**src/verilog/rlp_pkg.sv**
```systemverilog
// package: constants and types of the reset cause and low-power gating block
package rlp_pkg;

  localparam int ADDR_W = 5;
  localparam int DATA_W = 16;
  localparam int NUM_SCRATCH = 4;

  // register offsets
  localparam logic [4:0] OFF_CTRL = 5'h00;
  localparam logic [4:0] OFF_CAUSE = 5'h01;
  localparam logic [4:0] OFF_SCRATCH = 5'h02;
  localparam logic [4:0] OFF_CHIP_HI = 5'h06;
  localparam logic [4:0] OFF_CHIP_LO = 5'h07;
  localparam logic [4:0] OFF_PWR = 5'h08;

  // field positions
  localparam int CTRL_SOFTWARE_RESET_TRIGGER_BIT = 4;
  localparam int CTRL_STOP_LSB = 2;
  localparam int CTRL_WAIT_LSB = 0;
  localparam int PWR_STBY_LSB = 0;
  localparam int CAUSE_LSB = 2;

  // one-hot cause codes, register bits 2 to 6
  localparam logic [4:0] CAUSE_POR = 5'h01;
  localparam logic [4:0] CAUSE_EXT = 5'h02;
  localparam logic [4:0] CAUSE_REFLOSS = 5'h04;
  localparam logic [4:0] CAUSE_TIMEOUT = 5'h08;
  localparam logic [4:0] CAUSE_SW = 5'h10;

  // reset values
  localparam logic [1:0] FIELD_RST = 2'h0;
  localparam logic [15:0] SCRATCH_RST = 16'h0000;
  localparam logic [4:0] CAUSE_RST = CAUSE_POR;

  typedef logic [1:0] gate_t;

  typedef struct packed {
    logic [4:0] addr;
    logic [15:0] wdata;
    logic wr;
    logic rd;
  } req_t;

  typedef struct packed {
    gate_t stop_fld;
    gate_t wait_fld;
    gate_t stby_fld;
    logic [4:0] cause;
    logic [3:0][15:0] scratch;
    logic swr_pend;
    logic ext_m;
    logic ext_s;
    logic [15:0] rd_data;
    logic stop_ent;
    logic wait_ent;
    logic sys_rst;
    logic wdog_vec;
    logic stby_out;
  } state_t;

endpackage

```
**src/verilog/system_reset_lowpower_ctrl.sv**
```systemverilog
// module: reset cause, scratch words and low-power gating control
//
// Strobed register access was chosen for this implementation.
`timescale 1ns/1ps
`default_nettype none

module system_reset_lowpower_ctrl
#(
  parameter logic [15:0] CHIP_ID_HI = 16'hA5C3, // arbitrary value
  parameter logic [15:0] CHIP_ID_LO = 16'h3C5A // arbitrary value
)
(
  input wire logic CLK,
  input wire logic RST,
  input wire logic [4:0] ADDR,
  input wire logic [15:0] WR_DATA,
  input wire logic WR_EN,
  input wire logic RD_EN,
  output logic [15:0] RD_DATA,
  input wire logic EXT_RESET_N,
  input wire logic WDOG_TIMEOUT,
  input wire logic WDOG_REFLOSS,
  input wire logic STOP_EXEC,
  input wire logic WAIT_EXEC,
  output logic STOP_ENTER,
  output logic WAIT_ENTER,
  output logic REG_STANDBY,
  output logic SYS_RESET,
  output logic WDOG_VECTOR
);

  ////////////////////////////////////////////////////////////////////
  // state and bus bundle

  rlp_pkg::state_t s_q;
  rlp_pkg::state_t s_d;
  rlp_pkg::req_t req;
  logic sys_evt;
  logic [4:0] scr_off;
  logic [1:0] scr_idx;
  logic scr_hit;

  // bundle the register port
  assign req.addr = ADDR;
  assign req.wdata = WR_DATA;
  assign req.wr = WR_EN;
  assign req.rd = RD_EN;

  ////////////////////////////////////////////////////////////////////
  // helper functions

  // locked field keeps its value, else takes the write
  function automatic rlp_pkg::gate_t upd_field
  (
    input rlp_pkg::gate_t cur,
    input logic hit,
    input rlp_pkg::gate_t nxt
  );
    rlp_pkg::gate_t res;
    res = cur;
    if (hit && !cur[1])
    begin
      res = nxt;
    end
    return res;
  endfunction

  // highest active source wins
  function automatic logic [4:0] pick_cause
  (
    input logic ext,
    input logic lo,
    input logic to,
    input logic sw
  );
    logic [4:0] res;
    res = rlp_pkg::CAUSE_SW;
    if (ext)
    begin
      res = rlp_pkg::CAUSE_EXT;
    end
    else if (lo)
    begin
      res = rlp_pkg::CAUSE_REFLOSS;
    end
    else if (to)
    begin
      res = rlp_pkg::CAUSE_TIMEOUT;
    end
    else if (sw)
    begin
      res = rlp_pkg::CAUSE_SW;
    end
    return res;
  endfunction

  ////////////////////////////////////////////////////////////////////
  // decode

  // any non-power-on reset source this cycle
  assign sys_evt = s_q.ext_s | WDOG_REFLOSS | WDOG_TIMEOUT
    | s_q.swr_pend;

  // scratch window
  assign scr_off = req.addr - rlp_pkg::OFF_SCRATCH;
  assign scr_idx = scr_off[1:0];
  assign scr_hit = (req.addr >= rlp_pkg::OFF_SCRATCH)
    && (scr_off < 5'(rlp_pkg::NUM_SCRATCH));

  ////////////////////////////////////////////////////////////////////
  // next state

  // whole block next state
  always_comb
  begin
    s_d = s_q;
    // pin synchroniser
    s_d.ext_m = ~EXT_RESET_N;
    s_d.ext_s = s_q.ext_m;
    s_d.swr_pend = 1'b0;
    s_d.sys_rst = 1'b0;
    s_d.stop_ent = 1'b0;
    s_d.wait_ent = 1'b0;
    s_d.rd_data = 16'h0000;
    if (RST)
    begin
      // power-on clears the fields and scratch, cause set to power-on
      s_d.stop_fld = rlp_pkg::FIELD_RST;
      s_d.wait_fld = rlp_pkg::FIELD_RST;
      s_d.stby_fld = rlp_pkg::FIELD_RST;
      s_d.cause = rlp_pkg::CAUSE_RST;
      for (int i = 0; i < rlp_pkg::NUM_SCRATCH; i++)
      begin
        s_d.scratch[i] = rlp_pkg::SCRATCH_RST;
      end
    end
    else if (sys_evt)
    begin
      // system reset: defaults, scratch kept
      s_d.stop_fld = rlp_pkg::FIELD_RST;
      s_d.wait_fld = rlp_pkg::FIELD_RST;
      s_d.stby_fld = rlp_pkg::FIELD_RST;
      s_d.cause = pick_cause(s_q.ext_s, WDOG_REFLOSS,
        WDOG_TIMEOUT, s_q.swr_pend);
      s_d.sys_rst = 1'b1;
    end
    else
    begin
      // register writes
      if (req.wr && req.addr == rlp_pkg::OFF_CTRL)
      begin
        s_d.stop_fld = upd_field(s_q.stop_fld, 1'b1,
          req.wdata[rlp_pkg::CTRL_STOP_LSB +: 2]);
        s_d.wait_fld = upd_field(s_q.wait_fld, 1'b1,
          req.wdata[rlp_pkg::CTRL_WAIT_LSB +: 2]);
        s_d.swr_pend = req.wdata[rlp_pkg::CTRL_SOFTWARE_RESET_TRIGGER_BIT];
      end
      if (req.wr && req.addr == rlp_pkg::OFF_PWR)
      begin
        s_d.stby_fld = upd_field(s_q.stby_fld, 1'b1,
          req.wdata[rlp_pkg::PWR_STBY_LSB +: 2]);
      end
      if (req.wr && scr_hit)
      begin
        s_d.scratch[scr_idx] = req.wdata;
      end
      // gated low-power entry
      s_d.stop_ent = STOP_EXEC & ~s_q.stop_fld[0];
      s_d.wait_ent = WAIT_EXEC & ~s_q.wait_fld[0];
    end
    // reads answer in every cycle but power-on
    if (req.rd && !RST)
    begin
      case (req.addr)
        rlp_pkg::OFF_CTRL:
        begin
          s_d.rd_data[rlp_pkg::CTRL_STOP_LSB +: 2] = s_q.stop_fld;
          s_d.rd_data[rlp_pkg::CTRL_WAIT_LSB +: 2] = s_q.wait_fld;
        end
        rlp_pkg::OFF_CAUSE:
        begin
          s_d.rd_data[rlp_pkg::CAUSE_LSB +: 5] = s_q.cause;
        end
        rlp_pkg::OFF_CHIP_HI:
        begin
          s_d.rd_data = CHIP_ID_HI;
        end
        rlp_pkg::OFF_CHIP_LO:
        begin
          s_d.rd_data = CHIP_ID_LO;
        end
        rlp_pkg::OFF_PWR:
        begin
          s_d.rd_data[rlp_pkg::PWR_STBY_LSB +: 2] = s_q.stby_fld;
        end
        default:
        begin
          if (scr_hit)
          begin
            s_d.rd_data = s_q.scratch[scr_idx];
          end
        end
      endcase
    end
    // outputs from the settled fields
    s_d.wdog_vec = s_d.cause[2] | s_d.cause[3];
    s_d.stby_out = s_d.stby_fld[0];
  end

  ////////////////////////////////////////////////////////////////////
  // state register

  // single clocked update
  always_ff @(posedge CLK)
  begin
    s_q <= s_d;
  end

  // outputs straight from flops
  assign RD_DATA = s_q.rd_data;
  assign STOP_ENTER = s_q.stop_ent;
  assign WAIT_ENTER = s_q.wait_ent;
  assign REG_STANDBY = s_q.stby_out;
  assign SYS_RESET = s_q.sys_rst;
  assign WDOG_VECTOR = s_q.wdog_vec;

  ////////////////////////////////////////////////////////////////////
  // checks

  chk_stop_gate: assert property (
    @(posedge CLK) disable iff (RST)
    (STOP_EXEC && !s_q.stop_fld[0] && !sys_evt)
    |=> STOP_ENTER
  ) else $error("stop entry not granted");

  chk_wait_block: assert property (
    @(posedge CLK) disable iff (RST)
    (WAIT_EXEC && s_q.wait_fld[0])
    |=> !WAIT_ENTER
  ) else $error("wait entry not blocked");

  chk_stop_lock: assert property (
    @(posedge CLK) disable iff (RST)
    (s_q.stop_fld[1] && !sys_evt)
    |=> $stable(s_q.stop_fld)
  ) else $error("locked stop field changed");

  chk_wait_lock: assert property (
    @(posedge CLK) disable iff (RST)
    (s_q.wait_fld[1] && !sys_evt)
    |=> $stable(s_q.wait_fld)
  ) else $error("locked wait field changed");

  chk_stby_lock: assert property (
    @(posedge CLK) disable iff (RST)
    (s_q.stby_fld[1] && !sys_evt)
    |=> $stable(s_q.stby_fld) && REG_STANDBY == s_q.stby_fld[0]
  ) else $error("locked standby field changed");

  chk_cause_onehot: assert property (
    @(posedge CLK) disable iff (RST)
    sys_evt |=> $onehot(s_q.cause) && SYS_RESET
  ) else $error("cause not one-hot");

  chk_cause_prio: assert property (
    @(posedge CLK) disable iff (RST)
    (WDOG_REFLOSS && WDOG_TIMEOUT && !s_q.ext_s)
    |=> s_q.cause == rlp_pkg::CAUSE_REFLOSS
  ) else $error("reference loss not preferred");

  chk_ext_cause: assert property (
    @(posedge CLK) disable iff (RST)
    s_q.ext_s |=> s_q.cause == rlp_pkg::CAUSE_EXT
  ) else $error("external cause not recorded");

  chk_swr_cause: assert property (
    @(posedge CLK) disable iff (RST)
    (req.wr && req.addr == rlp_pkg::OFF_CTRL
      && req.wdata[rlp_pkg::CTRL_SOFTWARE_RESET_TRIGGER_BIT] && !sys_evt)
    ##1 (!s_q.ext_s && !WDOG_REFLOSS && !WDOG_TIMEOUT)
    |=> s_q.cause == rlp_pkg::CAUSE_SW && SYS_RESET
  ) else $error("software reset not recorded");

  chk_por_value: assert property (
    @(posedge CLK)
    RST |=> s_q.cause == rlp_pkg::CAUSE_POR && !WDOG_VECTOR
  ) else $error("power-on cause wrong");

  chk_scratch_keep: assert property (
    @(posedge CLK) disable iff (RST)
    sys_evt |=> $stable(s_q.scratch)
  ) else $error("scratch lost on system reset");

  chk_wdog_vector: assert property (
    @(posedge CLK) disable iff (RST)
    (WDOG_TIMEOUT && !WDOG_REFLOSS && !s_q.ext_s)
    |=> WDOG_VECTOR && s_q.cause[3]
  ) else $error("watchdog vector not selected");

  chk_software_reset_trigger_rdzero: assert property (
    @(posedge CLK) disable iff (RST)
    (req.rd && req.addr == rlp_pkg::OFF_CTRL)
    |=> RD_DATA[15:4] == 12'h000
  ) else $error("reserved or reset bit reads one");

  chk_wait_gate: assert property (
    @(posedge CLK) disable iff (RST)
    (WAIT_EXEC && !s_q.wait_fld[0] && !sys_evt)
    |=> WAIT_ENTER
  ) else $error("wait entry not granted");

  chk_stop_block: assert property (
    @(posedge CLK) disable iff (RST)
    (STOP_EXEC && s_q.stop_fld[0])
    |=> !STOP_ENTER
  ) else $error("stop entry not blocked");

  chk_field_default: assert property (
    @(posedge CLK) disable iff (RST)
    sys_evt
    |=> s_q.stop_fld == rlp_pkg::FIELD_RST
      && s_q.wait_fld == rlp_pkg::FIELD_RST
      && s_q.stby_fld == rlp_pkg::FIELD_RST
  ) else $error("field not back to default");

  chk_cause_rsvd: assert property (
    @(posedge CLK) disable iff (RST)
    (req.rd && req.addr == rlp_pkg::OFF_CAUSE)
    |=> RD_DATA[15:7] == 9'h000 && RD_DATA[1:0] == 2'h0
  ) else $error("reserved cause bit reads one");

  chk_id_read: assert property (
    @(posedge CLK) disable iff (RST)
    (req.rd && req.addr == rlp_pkg::OFF_CHIP_HI)
    |=> RD_DATA == CHIP_ID_HI
  ) else $error("upper id half wrong");

  chk_scratch_write: assert property (
    @(posedge CLK) disable iff (RST)
    (req.wr && scr_hit && !sys_evt)
    |=> s_q.scratch[$past(scr_idx)] == $past(req.wdata)
  ) else $error("scratch write lost");

  chk_refloss_cause: assert property (
    @(posedge CLK) disable iff (RST)
    (WDOG_REFLOSS && !s_q.ext_s)
    |=> s_q.cause == rlp_pkg::CAUSE_REFLOSS && WDOG_VECTOR
  ) else $error("reference loss not recorded");

endmodule // system_reset_lowpower_ctrl

`default_nettype wire

```
**config.mk**
```make
export PLATFORM = sky130hd
export DESIGN_NAME = system_reset_lowpower_ctrl
export DESIGN_NICKNAME = d
export VERILOG_FILES = /design/src/verilog/rlp_pkg.sv /design/src/verilog/system_reset_lowpower_ctrl.sv
export SDC_FILE = /design/constraint.sdc
export NUM_CORES = 1
export LEC_CHECK = 0
export BUFFER_PORTS_ARGS = -buffer_cell sky130_fd_sc_hd__buf_2
export CORE_UTILIZATION = 50
export DETAILED_ROUTE_END_ITERATION = 8
export PLACE_DENSITY = 0.75
export SYNTH_ARGS = -nofsm -noshare
export SYNTH_HDL_FRONTEND = slang
export SYNTH_SLANG_ARGS = --single-unit
```
**constraint.sdc**
```tcl
create_clock -name CLK -period 2.3 [get_ports CLK]
set_clock_uncertainty 0.15 [all_clocks]
set_input_delay 0.115 -clock CLK [delete_from_list [all_inputs] [get_ports CLK]]
set_output_delay 0.115 -clock CLK [all_outputs]
set_load 0.02 [all_outputs]
```
==> metrics.md <==
| Metric | Value |
|---|---|
| Leakage Power | 1.97 nW |
| Diode count | 0 |
| PD cells | 634 mW/mm^2 |
| Post-Synth Adder-Cell Area | 0.00281 |
| Area growth, synth to finish | 15.9% |
| Synthesized area per cell | 9.67 sq um |
| # IOs | 51 |
| F_max | 0.460 GHz |
| Clk slew on worst S/H paths | 90 ps |
| Synth unique cells | 46 |
| Largest net degree at the start of global routing | 61 |
| CP Data Required Time | 2460 ps |
| Post-Syn Area | 0.00446 sq mm |
| TritonCTS buffer count | 9 |
| Worst path bufs/invs | 2 |
| Data arrival, critical path | 2340 ps |
| Simple-gate area share of the yosys netlist | 0.187 |
| Finished Layout Cells | 624 |
| Port-buffer cells | 50 |
| Core area | 0.00868 sq mm |
| Row count | 34 |
| Multiplexer area fraction after synthesis | 0.157 |
| DR WL/cell | 17.0 microns |
| Die Wd | 96.4 microns |
| Drt via density | 5.87 |
| Maximum VDD drop | 0.000335 V |
| GP Congestion | 0.846 |
| #FFs+latches synth | 98 |
| CP endpoint kind | flip-flop |
| Routed vias | 3660 |
| Slew margin rel. | 0.665 |
| Synth warnings | 0 |
| Fraction of layout cells with a size suffix above 1 | 0.202 |
| Vias in the first global route | 3532 |
| Later-pin clock latency in the skew report | 360 ps |
| EDFF count, synth | 0 |
| Status | completed |
| Final hold vios | 0 |
| Clk root buf | clkbuf_8 |
| GRT overflow | 0 |
| Total placed cells including tap cells | 582 |
| Setup TNS | 0 ps |
| Crit share post-route | 0.945 |
| Critical path, cell by cell | nor4_4, buf_4, nand2b_1, nor3_1, dlygate4sd3_1 |
| NumNets Final | 542 |
| DRC | 0 |
| Clock buffer depth | 2 |
| CTS tree | done |
| Delay of the slowest critical-path stage | 560 ps |
| RSZ-0062 raised after global routing | false |
| Pins Over Slew Limit | 0 |
| ANT nets after route | 0 |
| Initial antenna violation count | 0 |
| Flop2flop setup slack | 130 ps |
| Die ar. | 0.00929 sq mm |
| CP Class | reg2reg |
| Starting Density | 0.514 |
| Seq/Total Area, Yosys | 0.440 |
| Net Count, Synth | 492 |
| Instance count of the mapped netlist | 461 |
| Synth async-reset ratio | 0 |
| Die height | 96.4 microns |
| Worst Hold Class | in2reg |
| Slowest-stage cell, CP | dlygate4sd3_1 |
| Clock sink count | 98 |
| Overall routing resource usage | 0.243 |
| Final setup fails | 0 |
| First-pass GRT wire length | 17.0 mm |
| Final WL | 10.6 mm |
| Critical Path Fanout Max | 9 |
| Synth Area in Compound Gates | 0.131 |
| CP Launch Type | flip-flop |
| Delay-heaviest family, CP | simple AND/OR/NAND/NOR gates |
| Clock H-tree levels | 3 |
| Largest family of logic cells by synthesized area | simple AND/OR/NAND/NOR gates |
| DP HPWL | 6.89 mm |
| Pre-Repair DR Iteration Count | 5 |
| Crit path time final | 2170 ps |
| Initial drt markers | 286 |
| Synth Flop Type | dfxtp_1 |
| Slew @ Worst Pin | 500 ps |
| Max_cap viols | 0 |
| Xor and xnor area share after synthesis | 0.00197 |
-- where the power goes --
group | internal (mW) | switching (mW)
clock | 0.722 | 0.577
combinational | 0.114 | 0.151
sequential | 1.71 | 0.00550
total | 2.54 | 0.733
-- cell usage after synthesis (3+ instances only) --
master | n | area (sq um)
a21o_1 | 4 | 30.0
a21oi_1 | 41 | 205
and3_1 | 3 | 18.8
buf_2 | 11 | 55.1
buf_4 | 18 | 135
clkbuf_1 | 20 | 75.1
dfxtp_1 | 98 | 1960
inv_1 | 15 | 56.3
mux2i_1 | 33 | 330
mux4_2 | 16 | 360
nand2b_1 | 50 | 313
nand3_1 | 38 | 190
nand3b_1 | 4 | 30.0
nand4_1 | 3 | 18.8
nor2_1 | 12 | 45.0
nor2b_1 | 4 | 25.0
nor4_1 | 3 | 18.8
o21ai_0 | 43 | 215
o22ai_1 | 9 | 56.3
-- worst paths after layout --
check        startpoint    endpoint  depth (start not counted)
max             s_q[21]     s_q[23]                          5
max reg2reg     s_q[21]     s_q[23]                          5
min             ADDR[2]  RD_DATA[2]                          4
min reg2reg     s_d[21]     s_q[21]                          0
-- routing by layer --
metal,global-route usage,routed length (microns)
met4,0.109,199
met5,0,0
met2,0.414,5250
met3,0.0329,646
met1,0.307,4490
-- kinds of logic (layout without fill, tap and decap cells) --
family,Yosys count,after routing
fa+ha+maj,1,1
simple gates,136,136
buf+inv,68,123
xor+xnor,1,1
compound gates,107,107
flops,98,98
mux,50,50
-- area by class of cell --
type,count,area [sq um]
timing repair buffer,92,631
clock inverter,5,103
sequential,98,1960
fill,739,3510
inverter,15,56.3
multi-input combinational,295,2150
tap,108,135
clock buffer,11,131
-- through the flow --
step	setup WS (ps)	total power [mW]	util	instance area [sq um]	hold WS [ps]
after floorplan	364	1.90	-	4460	21.5
after global placement	342	1.98	0.538	4670	113
after detailed placement	249	1.98	0.538	4670	120
after CTS	148	3.30	0.595	5170	40.9
after global routing	56.9	3.38	0.595	5170	106
final	126	3.28	0.595	5170	69.0
-- what timing repair did --
action / 4_1_cts / 5_1_grt
hold buffers: 26 / 0
gates resized for setup: 0 / 0
endpoints found under the hold margin: 78 / 0
setup buffers: 0 / 0
-- layout by cell type (no fill, tap or decap), types with 4 or more instances in the layout --
cell | synthesis | layout
o22ai_1 | 9 | 9
nand3_1 | 38 | 38
nand2b_1 | 50 | 50
a21oi_1 | 41 | 41
dlygate4sd3_1 | 0 | 26
o21ai_0 | 43 | 43
clkbuf_8 | 0 | 9
a21o_1 | 4 | 4
mux4_2 | 16 | 16
nor2_1 | 12 | 12
mux2i_1 | 33 | 33
inv_1 | 15 | 15
nand3b_1 | 4 | 4
nor2b_1 | 4 | 4
buf_4 | 18 | 16
dfxtp_1 | 98 | 98
buf_2 | 11 | 50
-- worst min-delay path: stages --
cell and delay (ps):
buf_2 170, nor4_1 90, nand3_1 90, o21ai_0 70
Power figures use the tool's default switching activity.
